File: src/hdl/mipi_rx_lane_regs.vh
// Constants for the MIPI receive lane group: register map, field positions, reset values.
// Assumes a 32-bit AXI4-Lite master and a 200 MHz system clock.
// What this block does
// - HS mode deserializes by eight; LP mode passes pad levels straight through.
// - Clock lane divides received fast clock and forwards fast and slow clocks to lanes.
// - Clock lane also gives a fast clock divided by four for core logic.
// - Each deserialized word appears on an eight-bit output per lane, slow-clock synchronous.
// - With the FIFO enabled, empty flag is high whenever the FIFO holds no words.
// - Core asserts read enable to take a word; FIFO advances only on such reads.
// - Lane reset clears FIFO and deserializer; core times it to the read clock.
// - With delay enable high, delay steps up on 1 and down on 0, per slow clock.
// - Delay clear, on the slow clock, returns the delay counter to its initial value.
// - Low-power levels of positive and negative pads appear as separate core inputs.
// - Each pad is driven with core data only while its own enable is high.
// - High-speed receiver is disabled while the buffer enable is low.
// - Termination is applied only while the termination enable is high.
// - Forwarded slow and fast clocks go only to receive data lanes.
// - A channel is one clock lane plus up to eight data lanes; twelve channels.
`ifndef MIPI_RX_LANE_REGS_VH
`define MIPI_RX_LANE_REGS_VH

`define LANES          8
`define WORD_W         64
`define FIFO_DEPTH     8
`define FIFO_AW        3
`define FIFO_CW        4
`define DLY_W          3
`define DLY_INIT       3'h0
`define DLY_MAX        3'h7
`define MAX_CHANNEL    4'hB

`define ADDR_CTRL      5'h00
`define ADDR_DELAY     5'h04
`define ADDR_LPOUT     5'h08
`define ADDR_STATUS    5'h0C
`define ADDR_DATA_LO   5'h10
`define ADDR_DATA_HI   5'h14

`define CTRL_RESET     32'h00FF000C
`define CTRL_HS        0
`define CTRL_FIFO      1
`define CTRL_BUF       2
`define CTRL_TERM      3
`define CTRL_LRST      4
`define CTRL_CH_LO     8
`define CTRL_CH_HI     11
`define CTRL_MASK_LO   16
`define CTRL_MASK_HI   23

`define DLY_STEP       0
`define DLY_UP         1
`define DLY_CLR        2

`define LP_POS_DOUT    0
`define LP_POS_OE      1
`define LP_NEG_DOUT    2
`define LP_NEG_OE      3

`define ST_EMPTY       0
`define ST_POS_DIN     1
`define ST_NEG_DIN     2
`define ST_OVF         3
`define ST_LVL_LO      8

`define RESP_OKAY      2'h0
`define RESP_SLVERR    2'h2

`endif

File: src/hdl/mipi_rx_lane_deserializer.v
// Receive side of one MIPI lane group: a clock lane and eight data lanes, with FIFO.
// Assumes pads arrive asynchronously and are oversampled by CLK_SYS; AXI4-Lite master.
//
// Our own choices: the AXI4-Lite interface to the registers and the register addresses.
`timescale 1ns/1ps
`include "mipi_rx_lane_regs.vh"

module mipi_rx_lane_deserializer
(
  input  wire                CLK_SYS,
  input  wire                RSTN,
  input  wire                CLOCK_LANE_PAD,
  input  wire [`LANES-1:0]   DATA_LANE_PAD,
  input  wire                LOWPOWER_POS_PAD_IN,
  input  wire                LOWPOWER_NEG_PAD_IN,
  output reg                 LOWPOWER_POS_PAD_OUT,
  output reg                 LOWPOWER_POS_PAD_OE,
  output reg                 LOWPOWER_NEG_PAD_OUT,
  output reg                 LOWPOWER_NEG_PAD_OE,
  output reg                 LOWPOWER_POS_PAD_DIN,
  output reg                 LOWPOWER_NEG_PAD_DIN,
  output reg                 FAST_RX_BUFFER_ON,
  output reg                 FAST_RX_TERMINATION_ON,
  output reg                 CORE_DIV_CLOCK,
  output reg                 FWD_PARALLEL_CLOCK,
  output reg                 FWD_SERIAL_CLOCK,
  output reg  [`WORD_W-1:0]  HIGHSPEED_RX_WORD,
  output reg                 HIGHSPEED_RX_VALID,
  input  wire                RX_BUFFER_READ,
  output reg                 RX_BUFFER_EMPTY,
  input  wire [4:0]          S_AXI_AWADDR,
  input  wire                S_AXI_AWVALID,
  output reg                 S_AXI_AWREADY,
  input  wire [31:0]         S_AXI_WDATA,
  input  wire [3:0]          S_AXI_WSTRB,
  input  wire                S_AXI_WVALID,
  output reg                 S_AXI_WREADY,
  output reg  [1:0]          S_AXI_BRESP,
  output reg                 S_AXI_BVALID,
  input  wire                S_AXI_BREADY,
  input  wire [4:0]          S_AXI_ARADDR,
  input  wire                S_AXI_ARVALID,
  output reg                 S_AXI_ARREADY,
  output reg  [31:0]         S_AXI_RDATA,
  output reg  [1:0]          S_AXI_RRESP,
  output reg                 S_AXI_RVALID,
  input  wire                S_AXI_RREADY
);

  // Pad synchronisers: three stages, a change counts once stages two and three agree
  localparam NPAD = `LANES + 3;
  wire [NPAD-1:0] pad_raw = {LOWPOWER_NEG_PAD_IN, LOWPOWER_POS_PAD_IN,
                             CLOCK_LANE_PAD, DATA_LANE_PAD};
  reg  [NPAD-1:0] s1_q;
  reg  [NPAD-1:0] s2_q;
  reg  [NPAD-1:0] s3_q;
  reg  [NPAD-1:0] lvl_q;
  wire [NPAD-1:0] stable = ~(s2_q ^ s3_q);
  wire [NPAD-1:0] lvl_d  = (stable & s3_q) | (~stable & lvl_q);

  always @(posedge CLK_SYS)
  begin
    if (!RSTN)
    begin
      s1_q  <= {NPAD{1'b0}};
      s2_q  <= {NPAD{1'b0}};
      s3_q  <= {NPAD{1'b0}};
      lvl_q <= {NPAD{1'b0}};
    end
    else
    begin
      s1_q  <= pad_raw;
      s2_q  <= s1_q;
      s3_q  <= s2_q;
      lvl_q <= lvl_d;
    end
  end

  wire [`LANES-1:0] data_lvl = lvl_q[`LANES-1:0];
  wire              clk_lvl  = lvl_q[`LANES];

  // Control registers
  reg  [31:0]        ctrl_q;
  reg  [3:0]         lpout_q;
  reg  [`DLY_W-1:0]  dly_q;
  reg                dly_step_q;
  reg                dly_up_q;
  reg                dly_clr_q;
  reg                ovf_q;

  wire hs_mode  = ctrl_q[`CTRL_HS];
  wire fifo_en  = ctrl_q[`CTRL_FIFO];
  wire buf_en   = ctrl_q[`CTRL_BUF];
  wire lane_rst = ctrl_q[`CTRL_LRST] | ~RSTN;
  wire [`LANES-1:0] lane_mask = ctrl_q[`CTRL_MASK_HI:`CTRL_MASK_LO];

  // Each clock-lane edge carries one bit (double data rate)
  wire hs_run   = hs_mode & buf_en;
  wire bit_stb  = hs_run & stable[`LANES] & (s3_q[`LANES] != clk_lvl);

  reg  [2:0] bit_cnt_q;
  wire       word_stb = bit_stb & (bit_cnt_q == 3'h7);

  // Divider: eight edges per word is four fast periods, so the slow clock is fast/4
  always @(posedge CLK_SYS)
  begin
    if (lane_rst)
    begin
      bit_cnt_q          <= 3'h0;
      CORE_DIV_CLOCK     <= 1'b0;
      FWD_PARALLEL_CLOCK <= 1'b0;
      FWD_SERIAL_CLOCK   <= 1'b0;
    end
    else
    begin
      FWD_SERIAL_CLOCK <= hs_run & clk_lvl;
      if (bit_stb)
      begin
        bit_cnt_q <= bit_cnt_q + 3'h1;
        if (bit_cnt_q[1:0] == 2'h3)
        begin
          CORE_DIV_CLOCK     <= ~CORE_DIV_CLOCK;
          FWD_PARALLEL_CLOCK <= ~FWD_PARALLEL_CLOCK;
        end
      end
    end
  end

  // Per-lane delay line and deserializer; delay taps a short history of the pad level
  wire [`WORD_W-1:0] word_now;
  genvar g;
  generate
    for (g = 0; g < `LANES; g = g + 1)
    begin : lane
      reg [7:0] hist_q;
      reg [7:0] shift_q;
      wire      tap = hist_q[dly_q];
      always @(posedge CLK_SYS)
      begin
        if (lane_rst)
        begin
          hist_q  <= 8'h00;
          shift_q <= 8'h00;
        end
        else
        begin
          hist_q <= {hist_q[6:0], data_lvl[g]};
          if (bit_stb & lane_mask[g])
            shift_q <= {tap, shift_q[7:1]};
        end
      end
      assign word_now[g*8 +: 8] = {tap & lane_mask[g], shift_q[7:1]};
    end
  endgenerate

  // Delay control, sampled on the slow-clock enable
  always @(posedge CLK_SYS)
  begin
    if (!RSTN)
      dly_q <= `DLY_INIT;
    else if (word_stb | ~hs_run)
    begin
      if (dly_clr_q)
        dly_q <= `DLY_INIT;
      else if (dly_step_q & dly_up_q & (dly_q != `DLY_MAX))
        dly_q <= dly_q + 3'h1;
      else if (dly_step_q & ~dly_up_q & (dly_q != `DLY_INIT))
        dly_q <= dly_q - 3'h1;
    end
  end

  // Read FIFO
  reg  [`WORD_W-1:0]   mem [0:`FIFO_DEPTH-1];
  reg  [`FIFO_AW-1:0]  wr_q;
  reg  [`FIFO_AW-1:0]  rd_q;
  reg  [`FIFO_CW-1:0]  cnt_q;
  wire full = (cnt_q == `FIFO_DEPTH);
  wire push = word_stb & fifo_en & ~full;
  wire pop  = RX_BUFFER_READ & fifo_en & (cnt_q != {`FIFO_CW{1'b0}});
  wire [`FIFO_CW-1:0] cnt_d = cnt_q + {{(`FIFO_CW-1){1'b0}}, push}
                                    - {{(`FIFO_CW-1){1'b0}}, pop};

  always @(posedge CLK_SYS)
  begin
    if (push)
      mem[wr_q] <= word_now;
  end

  always @(posedge CLK_SYS)
  begin
    if (lane_rst)
    begin
      wr_q               <= {`FIFO_AW{1'b0}};
      rd_q               <= {`FIFO_AW{1'b0}};
      cnt_q              <= {`FIFO_CW{1'b0}};
      RX_BUFFER_EMPTY    <= 1'b1;
      HIGHSPEED_RX_WORD  <= {`WORD_W{1'b0}};
      HIGHSPEED_RX_VALID <= 1'b0;
    end
    else
    begin
      if (push)
        wr_q <= wr_q + {{(`FIFO_AW-1){1'b0}}, 1'b1};
      if (pop)
        rd_q <= rd_q + {{(`FIFO_AW-1){1'b0}}, 1'b1};
      cnt_q           <= cnt_d;
      RX_BUFFER_EMPTY <= (cnt_d == {`FIFO_CW{1'b0}});
      if (fifo_en)
      begin
        HIGHSPEED_RX_VALID <= pop;
        if (pop)
          HIGHSPEED_RX_WORD <= mem[rd_q];
      end
      else
      begin
        HIGHSPEED_RX_VALID <= word_stb;
        if (word_stb)
          HIGHSPEED_RX_WORD <= word_now;
      end
    end
  end

  // Low-power pass-through, pad drivers and analogue enables
  always @(posedge CLK_SYS)
  begin
    if (!RSTN)
    begin
      LOWPOWER_POS_PAD_DIN   <= 1'b0;
      LOWPOWER_NEG_PAD_DIN   <= 1'b0;
      LOWPOWER_POS_PAD_OUT   <= 1'b0;
      LOWPOWER_POS_PAD_OE    <= 1'b0;
      LOWPOWER_NEG_PAD_OUT   <= 1'b0;
      LOWPOWER_NEG_PAD_OE    <= 1'b0;
      FAST_RX_BUFFER_ON      <= 1'b0;
      FAST_RX_TERMINATION_ON <= 1'b0;
    end
    else
    begin
      LOWPOWER_POS_PAD_DIN   <= lvl_q[`LANES+1];
      LOWPOWER_NEG_PAD_DIN   <= lvl_q[`LANES+2];
      // Data is gated by its own enable so a disabled pad never shows stale drive
      LOWPOWER_POS_PAD_OE    <= lpout_q[`LP_POS_OE];
      LOWPOWER_POS_PAD_OUT   <= lpout_q[`LP_POS_DOUT] & lpout_q[`LP_POS_OE];
      LOWPOWER_NEG_PAD_OE    <= lpout_q[`LP_NEG_OE];
      LOWPOWER_NEG_PAD_OUT   <= lpout_q[`LP_NEG_DOUT] & lpout_q[`LP_NEG_OE];
      FAST_RX_BUFFER_ON      <= buf_en;
      FAST_RX_TERMINATION_ON <= ctrl_q[`CTRL_TERM];
    end
  end

  // AXI4-Lite slave: one write and one read at a time
  reg  [4:0]  awaddr_q;
  reg         aw_have_q;
  reg  [31:0] wdata_q;
  reg  [3:0]  wstrb_q;
  reg         w_have_q;
  wire        do_wr = aw_have_q & w_have_q & ~S_AXI_BVALID;
  wire        wr_ctrl = do_wr & (awaddr_q == `ADDR_CTRL);
  wire        wr_dly  = do_wr & (awaddr_q == `ADDR_DELAY);
  wire        wr_st   = do_wr & (awaddr_q == `ADDR_STATUS);
  wire        wr_map  = wr_ctrl | wr_dly | wr_st | (awaddr_q == `ADDR_LPOUT);
  wire [31:0] wmask = {{8{wstrb_q[3]}}, {8{wstrb_q[2]}}, {8{wstrb_q[1]}}, {8{wstrb_q[0]}}};
  wire [31:0] ctrl_w = (ctrl_q & ~wmask) | (wdata_q & wmask);

  always @(posedge CLK_SYS)
  begin
    if (!RSTN)
    begin
      S_AXI_AWREADY <= 1'b0;
      S_AXI_WREADY  <= 1'b0;
      S_AXI_BVALID  <= 1'b0;
      S_AXI_BRESP   <= `RESP_OKAY;
      aw_have_q     <= 1'b0;
      w_have_q      <= 1'b0;
      awaddr_q      <= 5'h00;
      wdata_q       <= 32'h00000000;
      wstrb_q       <= 4'h0;
      ctrl_q        <= `CTRL_RESET;
      lpout_q       <= 4'h0;
      dly_step_q    <= 1'b0;
      dly_up_q      <= 1'b0;
      dly_clr_q     <= 1'b0;
      ovf_q         <= 1'b0;
    end
    else
    begin
      S_AXI_AWREADY <= ~aw_have_q & ~S_AXI_AWREADY & S_AXI_AWVALID;
      S_AXI_WREADY  <= ~w_have_q & ~S_AXI_WREADY & S_AXI_WVALID;
      if (S_AXI_AWVALID & S_AXI_AWREADY)
      begin
        aw_have_q <= 1'b1;
        awaddr_q  <= {S_AXI_AWADDR[4:2], 2'h0};
      end
      if (S_AXI_WVALID & S_AXI_WREADY)
      begin
        w_have_q <= 1'b1;
        wdata_q  <= S_AXI_WDATA;
        wstrb_q  <= S_AXI_WSTRB;
      end
      if (do_wr)
      begin
        aw_have_q    <= 1'b0;
        w_have_q     <= 1'b0;
        S_AXI_BVALID <= 1'b1;
        S_AXI_BRESP  <= wr_map ? `RESP_OKAY : `RESP_SLVERR;
      end
      else if (S_AXI_BVALID & S_AXI_BREADY)
        S_AXI_BVALID <= 1'b0;
      if (wr_ctrl)
      begin
        ctrl_q <= ctrl_w;
        // Channel number beyond the last one keeps the old value
        if (ctrl_w[`CTRL_CH_HI:`CTRL_CH_LO] > `MAX_CHANNEL)
          ctrl_q[`CTRL_CH_HI:`CTRL_CH_LO] <= ctrl_q[`CTRL_CH_HI:`CTRL_CH_LO];
      end
      if (do_wr & (awaddr_q == `ADDR_LPOUT) & wstrb_q[0])
        lpout_q <= wdata_q[3:0];
      // Delay requests wait for the next slow-clock enable, then retire
      if (wr_dly & wstrb_q[0])
      begin
        dly_step_q <= wdata_q[`DLY_STEP];
        dly_up_q   <= wdata_q[`DLY_UP];
        dly_clr_q  <= wdata_q[`DLY_CLR];
      end
      else if (word_stb | ~hs_run)
      begin
        dly_step_q <= 1'b0;
        dly_clr_q  <= 1'b0;
      end
      // Overflow sticky: a new overflow wins over a write-one clear
      if (word_stb & fifo_en & full)
        ovf_q <= 1'b1;
      else if (wr_st & wstrb_q[0] & wdata_q[`ST_OVF])
        ovf_q <= 1'b0;
    end
  end

  // Read channel; the FIFO head is visible but reading it never pops
  reg [31:0] rmux;
  reg        rhit;
  wire [4:0] araddr = {S_AXI_ARADDR[4:2], 2'h0};
  wire [`WORD_W-1:0] head = mem[rd_q];

  always @*
  begin
    rmux = 32'h00000000;
    rhit = 1'b1;
    case (araddr)
      `ADDR_CTRL:    rmux = ctrl_q;
      `ADDR_DELAY:   rmux = {29'h00000000, dly_q};
      `ADDR_LPOUT:   rmux = {28'h0000000, lpout_q};
      `ADDR_STATUS:  rmux = {20'h00000, cnt_q, 4'h0, ovf_q, LOWPOWER_NEG_PAD_DIN,
                            LOWPOWER_POS_PAD_DIN, RX_BUFFER_EMPTY};
      `ADDR_DATA_LO: rmux = head[31:0];
      `ADDR_DATA_HI: rmux = head[63:32];
      default:       rhit = 1'b0;
    endcase
  end

  always @(posedge CLK_SYS)
  begin
    if (!RSTN)
    begin
      S_AXI_ARREADY <= 1'b0;
      S_AXI_RVALID  <= 1'b0;
      S_AXI_RDATA   <= 32'h00000000;
      S_AXI_RRESP   <= `RESP_OKAY;
    end
    else
    begin
      S_AXI_ARREADY <= ~S_AXI_ARREADY & ~S_AXI_RVALID & S_AXI_ARVALID;
      if (S_AXI_ARVALID & S_AXI_ARREADY)
      begin
        S_AXI_RVALID <= 1'b1;
        S_AXI_RDATA  <= rmux;
        S_AXI_RRESP  <= rhit ? `RESP_OKAY : `RESP_SLVERR;
      end
      else if (S_AXI_RVALID & S_AXI_RREADY)
        S_AXI_RVALID <= 1'b0;
    end
  end

endmodule // mipi_rx_lane_deserializer

File: config.mk
export PLATFORM = sky130hd
export DESIGN_NAME = mipi_rx_lane_deserializer
export DESIGN_NICKNAME = d
export VERILOG_FILES = /design/src/hdl/mipi_rx_lane_deserializer.v
export VERILOG_INCLUDE_DIRS = /design/src /design/src/hdl
export SDC_FILE = /design/constraint.sdc
export NUM_CORES = 1
export LEC_CHECK = 0
export BUFFER_PORTS_ARGS = -buffer_cell sky130_fd_sc_hd__clkbuf_2
export CAP_MARGIN = 30
export CORE_AREA = 4 4 256 258
export CTS_BUF_LIST = sky130_fd_sc_hd__clkbuf_2 sky130_fd_sc_hd__clkbuf_4 sky130_fd_sc_hd__clkbuf_8
export CTS_CLUSTER_DIAMETER = 200
export CTS_CLUSTER_SIZE = 24
export DETAILED_ROUTE_END_ITERATION = 10
export DIE_AREA = 0 0 260 262
export PLACE_DENSITY = 0.76
export REMOVE_ABC_BUFFERS = 1
export SETUP_SLACK_MARGIN = 0.2
export SYNTH_ARGS = -nofsm -noshare
export SYNTH_HDL_FRONTEND = slang
export SYNTH_SLANG_ARGS = --single-unit
export TNS_END_PERCENT = 20
File: constraint.sdc
create_clock -name CLK_SYS -period 9.45 [get_ports CLK_SYS]
set_clock_uncertainty 0.1 [all_clocks]
set_input_delay 0.945 -clock CLK_SYS [delete_from_list [all_inputs] [get_ports CLK_SYS]]
set_output_delay 0.945 -clock CLK_SYS [all_outputs]
set_load 0.01 [all_outputs]
== Yosys cells after proc, flatten, opt, wreduce, memory -nomap -nowiden ==
Memories as Yosys holds them, arrays and structs flattened. A register that Yosys moved wholly into a read port is not among the register bits.
Index checks and enable logic that the tools add are counted.

* Register bits after elaboration: 387
* RAM bits: 512
* Bits of input ports: 65
* Output and inout port bits: 118
* Word-level logic and storage cells: 222
* Memories: 1

* Add/subtract/negate cells: 7
* Magnitude comparators: 2
* Equal/unequal tests: 14
* Muxes and demuxes: 40
* Bitwise operators: 82
* Reduce and logical (&&, ||, !) cells: 17

{| class="wikitable"
|+ Memory list
! name !! words !! bits a word !! rd ports !! clocked after Yosys merged registers in !! write ports !! RTL line !! RTL
|-
| mem || 8 || 64 || 1 || 1 || 1 || mipi_rx_lane_deserializer.v:173 || <nowiki>reg [`WORD_W-1:0] mem [0:`FIFO_DEPTH-1];</nowiki>
|}

{| class="wikitable"
|+ Operator list
! kind !! number
|-
| 64-bit two-way mux || 3
|-
| 32-bit one-hot mux with 6 select lines || 1
|-
| 32-bit AND || 2
|-
| 1-bit AND || 53
|-
| 32-bit NOT || 1
|-
| 32-bit bitwise OR || 1
|-
| 1-bit binary-select mux with 3-bit select || 8
|-
| 11-bit AND || 2
|-
| 11-bit NOT || 2
|-
| 1-bit two-way mux || 21
|-
| 3-bit two-way mux || 5
|-
| 1-bit NOT || 14
|-
| 3-bit by 1-bit adder with 3-bit output (second input constant) || 4
|-
| 3-bit by 2-bit == test with 1-bit output (second input constant) || 4
|-
| 11-bit bitwise OR || 1
|-
| 11-bit XOR || 1
|-
| 5-bit logical NOT || 2
|-
| 2-bit nonzero test || 5
|-
| 3-bit == test (second input constant) || 3
|-
| 2-bit AND reduction || 4
|-
| 3-bit by 1-bit == test with 1-bit output (second input constant) || 2
|-
| 3-bit nonzero test || 2
|-
| 6-bit OR reduction || 1
|-
| 1-bit bitwise OR || 5
|-
| 14 further kinds || 15
|}

== Longest topological paths before layout ==
Gate-level depths: netlist of the first run.

* Depth after elaboration: 10
* Mapped depth: 12
* Depth with buffers taken out: 12

== Worst setup path before layout of the first run ==
OpenSTA, ideal clock, no wires.

* Path kind: register -> register
* Start point: register (tool-made name)
* End point: memory mem[0][0] (netlist bit), enable pin
* Library setup time: 0.644 ns
* Data arrival time: 7.377 ns
* Data required time: 8.706 ns
* Slack: 1.329 ns
* Stages on the path, launching flop included: 6
* Buffers on the path: 1
* Period minus slack after synthesis: 8.121 ns
* Path through: dfxtp_1 -> or3b_1 -> a21oi_2 -> buf_2 -> nand3_2 -> nor4_1

{| class="wikitable"
|+ RTL lines
! what !! RTL line
|-
| end: declaration || mipi_rx_lane_deserializer.v:173
|}

==> impl_metrics.ini, run 1 <==
[run_status]
status = finished clean

[final_layout]
finish.utilization_pct = 58.0
fin_cells = 3332
design_area_um2 = 36500
finalNetCount = 2531
n_antenna_cell = 0
area_growth_pct = 7.84
drive_above_1_share_pct = 19.3

[global_routing]
grt_pass1_wl_um = 121000
grt_max_degree = 90
grt_util_all_layers_pct = 23.1
antenna_found_initial = 0
grt_pass1_vias = 20000
grt_overflow = 0

[synth]
synth-seq-area-share_pct = 67.9
synth_edf_count = 512
synth_top_area_share_pct = 45.4
synthTopCellsByCount = edfxtp_1, dfxtp_1, nand2_1
synth_cell_type_count = 52
avgSynthCellArea_um2 = 14.5
synth_warnings = 0
yosys.area.top_type = edfxtp_1
syn_inst = 2340
yosysMostFrequentCell = edfxtp_1
ys.flop_type = edfxtp_1
netlist_area_um2 = 33800
synthArstFlopShare_pct = 0
synthTopCellsByArea = edfxtp_1, dfxtp_1, mux4_2
yosys_register_bits = 892

[detailed_routing]
antenna_left = 0
drtIter0Drc = 2109
first_pass_iters = 7
drc = 0
wirelength_um = 79400
via_count = 20100
viasPerCell = 6.05
wl_per_cell_um = 23.8

[cts]
post_cts_buffers = 0
clkLatencyLatePin_ns = 0.69
cts_resized = 0
clk_pin_slew_ns = 0.16
ctsHoldBuffers = 0
root_buffer = clkbuf_8
cts_tree = yes
cts_made_buffers = 43
clock_path_buffers = 3
ctsHtreeMaxLevel = 2
clock_sinks = 892

[timing]
hold_ws_ns = 0.339
max_freq_ghz = 0.251
setup_ws_ns = 5.47
relSlewSlack_pct = 33.7
finalHoldViolCount = 0
setup_viol = 0
drv_slew = 0
fin_crit_sh_pct = 42.1
tightest_slew_ns = 0.994
period_needed_ns = 3.98
rsz0062_at_grt = no

[placement]
io_buffer_count = 176
dp_cells = 3255
hpwl_um = 48600
place_area_um2 = 35600
dp_slack_ns = 5.51
place.gp.congestion = 0.803

[setup_path]
critPathLaunchType = flip-flop
slowest_stage = nor2_4
max_stage_delay_ns = 0.64
critPathArrivalTime_ns = 4.24
worstSetupPathType = flip-flop to flip-flop
cp-end-kind = flip-flop
critPathRequiredTime_ns = 9.71
path_max_fanout = 28
crit_chain = or3b_1, a21oi_4, nand4_1, nor2_4, buf_4, buf_12

[min_path]
hold_class = flip-flop to flip-flop

[die]
coreArea_um2 = 63000
ioPinCount = 183
die_y_um = 262
fp.dieArea_um2 = 68100
rows = 92
fp.dieW_um = 260
start_util_pct = 53.8

[flow_run]
maxCapViolations = 0

[power_and_ir_drop]
p_per_area_nw_per_um2 = 161
p_leak_nw = 12.1
ir_drop_mv = 0.0851
[layer usage]
metal / up-vias / GRT usage (%) / wire [um]
met5: - / 0 / 0
met4: 0 / 5.82 / 1880
met3: 119 / 4.82 / 7430
met2: 847 / 38.4 / 38200
met1: 10200 / 31.4 / 31800
li1: 8974 / - / -
[final cells by class]
type                    instances  area [um2]
repair buffers                221        1320
inverters                      13        48.8
flip-flops and latches        892       23000
well taps                     846        1060
clock buffers                  76         852
fillers                      4851       26500
multi-input cells            1283       10200
clock inverters                 1        20.0
[flip-flops by register name, indices dropped and copies added, names as in the netlist, 4 cells and up, named ones only]
| register | cells |
|---|---|
| s1_q | 11 |
| lane.hist_q | 64 |
| S_AXI_RDATA | 32 |
| HIGHSPEED_RX_WORD | 64 |
| lpout_q | 4 |
| s3_q | 11 |
| wdata_q | 32 |
| wstrb_q | 4 |
| mem | 512 |
| lane.shift_q | 56 |
| s2_q | 11 |
| cnt_q | 4 |
[power by group]
part | switching, mW | internal [mW] | total (mW)
Combinational | 0.0733 | 0.0389 | 0.112
Clock | 1.11 | 0.579 | 1.69
Sequential | 0.0108 | 4.07 | 4.08
Total | 1.19 | 4.69 | 5.88
[stage by stage]
stage / setup TNS [ns] / total power, mW
final: 0 / 5.88
after global routing: 0 / 6.06
after CTS: 0 / 5.91
after detailed placement: 0 / 4.28
after global placement: 0 / 4.27
after floorplan: -24.55 / 4.22
[logic make-up (layout without fill, tap and decap cells)]
| kind of cell | after synthesis | after routing | share of synthesized area, % |
|---|---|---|---|
| AO/OA/AOI/OAI | 412 | 412 | 8.09 |
| buffers and inverters | 166 | 311 | 2.25 |
| other | 1 | 2 | 0.0111 |
| multiplexers | 251 | 251 | 12.3 |
| adder cells (fa/ha/maj) | 12 | 12 | 0.488 |
| AND/OR/NAND/NOR | 596 | 596 | 8.65 |
| XOR/XNOR | 10 | 10 | 0.259 |
| flip-flops | 892 | 892 | 67.9 |
[worst max-delay path, delay by kind of cell, from the launching register on]
kind / cells / cell delay [ns]
AO/OA/AOI/OAI: 1 / 0.62
flip-flops: 1 / 0.40
AND/OR/NAND/NOR: 3 / 1.61
buffers and inverters: 2 / 0.89
[worst paths after layout]
path	start	end	slack, ns	cells past startpoint
setup / recovery	flip-flop	mem[6][30]$_DFFE_PP_	5.47	6
hold / removal	lane[5].hist_q[0]$_SDFF_PP0_	lane[5].hist_q[1]$_SDFF_PP0_	0.34	1
setup reg to reg	flip-flop	mem[6][30]$_DFFE_PP_	5.47	6
hold reg to reg	lane[5].hist_q[0]$_SDFF_PP0_	lane[5].hist_q[1]$_SDFF_PP0_	0.34	1
[cell usage in the layout (no fill, tap or decap), types with 12 or more instances in the layout]
| master | Yosys | routed |
|---|---|---|
| edfxtp_1 | 512 | 512 |
| dfxtp_1 | 380 | 376 |
| nand2_1 | 211 | 209 |
| clkbuf_2 | 0 | 175 |
| a21oi_1 | 153 | 152 |
| mux4_2 | 131 | 131 |
| and2_1 | 117 | 117 |
| nand3_1 | 99 | 99 |
| mux2i_1 | 98 | 98 |
| a21boi_0 | 77 | 77 |
| nor2_1 | 79 | 76 |
| a22o_1 | 55 | 55 |
| clkbuf_8 | 0 | 45 |
| buf_4 | 16 | 40 |
| o22ai_1 | 38 | 38 |
| nor3b_1 | 33 | 33 |
| a221oi_1 | 32 | 32 |
| clkbuf_4 | 0 | 31 |
| o21ai_0 | 23 | 23 |
| mux2_2 | 22 | 22 |
| nor2b_1 | 15 | 14 |
| inv_1 | 12 | 12 |
Note: power is estimated with default switching activity, not from simulation.
==> run 2: changes to the inputs <==
Settings changed: ABC_AREA set to 1, CORE_AREA 4 4 256 258 to 4 4 265 267, DIE_AREA 0 0 260 262 to 0 0 269 271.
Clock period 9.45 ns to 3.91 ns, I/O delays scaled along.
==> impl_metrics.ini, run 2 <==
[run_status]
status = finished clean

[global_routing]
grt_overflow = 0
grt_pass1_wl_um = 141000
grt_max_degree = 195
antenna_found_initial = 2
grt_pass1_vias = 25100
grt_util_all_layers_pct = 25.0

[detailed_routing]
first_pass_iters = 6
wirelength_um = 92600
drtIter0Drc = 2746
via_count = 27200
wl_per_cell_um = 18.3
antenna_left = 0
viasPerCell = 5.37
drc = 0

[setup_path]
timing.rr.start = bit_cnt_q[0]$_SDFFE_PP0N_
rrSetupSlack_ns = 1.04
cp_top_family = simple AND/OR/NAND/NOR gates
critPathRequiredTime_ns = 4.45
r2r-end = HIGHSPEED_RX_WORD[55]$_SDFFE_PP0P_
ff2ff_path_depth = 8
max_stage_delay_ns = 0.72
cp-end-kind = flip-flop
worstSetupPathType = flip-flop to flip-flop
path_max_fanout = 36
critPathArrivalTime_ns = 3.40
critPathBufInv = 1
critPathLaunchType = flip-flop
crit_chain = ha_1, ha_1, nand3_2, nand2_2, nor2_4, buf_4, nand2_1, nand2_1
slowest_stage = nor2_4

[synth]
synthTopCellsByCount = nand2_1, inv_1, edfxtp_1
ys.flop_type = edfxtp_1
syn_inst = 4010
synth_edf_count = 512
synthArstFlopShare_pct = 0
synth-seq-area-share_pct = 63.3
netlist_area_um2 = 36300
synth_top_area_share_pct = 42.4
synthTopCellsByArea = edfxtp_1, dfxtp_1, nand2_1
yosysMostFrequentCell = nand2_1
yosys.area.top_type = edfxtp_1
yosys_register_bits = 892
avgSynthCellArea_um2 = 9.05
synth_cell_type_count = 36
synth_warnings = 0

[timing]
period_needed_ns = 2.87
fin_crit_sh_pct = 73.3
finalHoldViolCount = 0
drv_slew = 0
setup_viol = 0
setup_tns_ns = 0
rsz0062_at_grt = no
max_freq_ghz = 0.349
relSlewSlack_pct = 31.9
tightest_slew_ns = 1.02

[cts]
cts_resized = 0
cts_tree = yes
ctsHtreeMaxLevel = 2
clock_path_buffers = 3
post_cts_buffers = 0
ctsHoldBuffers = 57
clkLatencyLatePin_ns = 0.70
root_buffer = clkbuf_8
cts_made_buffers = 43
clock_sinks = 892
clk_pin_slew_ns = 0.15

[power_and_ir_drop]
p_per_area_nw_per_um2 = 363
ir_drop_mv = 0.321
p_leak_nw = 17.3

[placement]
place_area_um2 = 38000
hpwl_um = 54600
place.gp.congestion = 0.839
io_buffer_count = 176

[final_layout]
layout_common_cells = nand2_1, inv_1, edfxtp_1, nor2_1, nand3_1
finalNetCount = 4222
finish.utilization_pct = 58.0
largest_register_ff_count = 512
drive_above_1_share_pct = 8.33
area_growth_pct = 8.84
layout_commonest_cell = nand2_1
regMostFlops = mem
reg.largest.list = mem: 512 flops, HIGHSPEED_RX_WORD: 64 flops, lane.hist_q: 64 flops
design_area_um2 = 39500

[min_path]
hold_class = input pin to flip-flop
hold_end = rd_q[1]$_SDFFE_PP0P_
min_delay_path_depth = 5
hp-start = RX_BUFFER_READ

[flow_run]
maxCapViolations = 0

[die]
rows = 96
fp.dieArea_um2 = 72900
coreArea_um2 = 68100
ioPinCount = 183
start_util_pct = 53.3
fp.dieW_um = 269
die_y_um = 271
run 2: cell count changes after synthesis, sizes merged, moves of 131 or more:
cell / change
mux4: -131
nand2: +828
inv: +558
nor2: +432
nand3: +286
o21ai: +135
run 2: worst max path at each step:
stage | startpoint | endpoint | depth (start not counted)
CTS | bit_cnt_q[0]$_SDFFE_PP0N_ | HIGHSPEED_RX_WORD[55]$_SDFFE_PP0P_ | 8
detailed placement | bit_cnt_q[0]$_SDFFE_PP0N_ | HIGHSPEED_RX_WORD[55]$_SDFFE_PP0P_ | 8
global placement | bit_cnt_q[0]$_SDFFE_PP0N_ | HIGHSPEED_RX_WORD[24]$_SDFFE_PP0P_ | 8
finish | bit_cnt_q[0]$_SDFFE_PP0N_ | HIGHSPEED_RX_WORD[55]$_SDFFE_PP0P_ | 8
global route | flip-flop | RX_BUFFER_EMPTY$_SDFF_PP1_ | 16
floorplan | flip-flop | S_AXI_RDATA[22]$_SDFFE_PN0P_ | 8
run 2: cells by family after synthesis:
family                     share of synthesized area, %
other                                            0.0103
adders and majority gates                         0.455
DFF                                                63.3
xor gates and xnor gates                          0.121
and+or+nand+nor                                    21.9
AOI/OAI and AO/OA                                  5.83
buffers and inverters                              8.34
run 2: tightest hold or removal path, delay by kind of cell:
kind | cells | cell delay [ns]
buf+inv | 1 | 0.12
compound gates | 2 | 0.27
simple gates | 2 | 0.17
run 2: area by class of cell:
| cell class | count | area [um2] |
|---|---|---|
| well taps | 882 | 1100 |
| multi-input cells | 2352 | 10300 |
| repair buffers | 283 | 2010 |
| fillers | 5692 | 28600 |
| diodes | 3 | 7.51 |
| clock buffers | 75 | 845 |
| flip-flops and latches | 892 | 23000 |
| clock inverters | 1 | 20.0 |
| inverters | 573 | 2160 |
run 2: through the flow:
step | hold WS (ns) | instances | setup WS [ns] | total power [mW]
after CTS | 0.149 | 5058 | 1.04 | 14.4
after floorplan | 0.290 | 3817 | -7.10 | 10.2
after global routing | 0.175 | 5059 | 0.815 | 14.8
after detailed placement | 0.297 | 4925 | 1.07 | 10.4
final | 0.178 | 5061 | 1.04 | 14.3
after global placement | 0.292 | 4921 | 1.12 | 10.4
run 2: where the power goes:
part | internal (mW) | total (mW) | switching [mW]
clock network | 1.38 | 4.14 | 2.76
logic | 0.113 | 0.329 | 0.216
registers | 9.85 | 9.88 | 0.0281
total | 11.3 | 14.3 | 3.00
run 2: per-layer routing:
layer	track usage, %	wire length [um]	vias to the layer above
li1	-	-	13000
met1	34.0	37700	12700
met2	41.2	43000	1188
met5	0	10	-
met4	7.88	2950	2
met3	4.06	8930	194
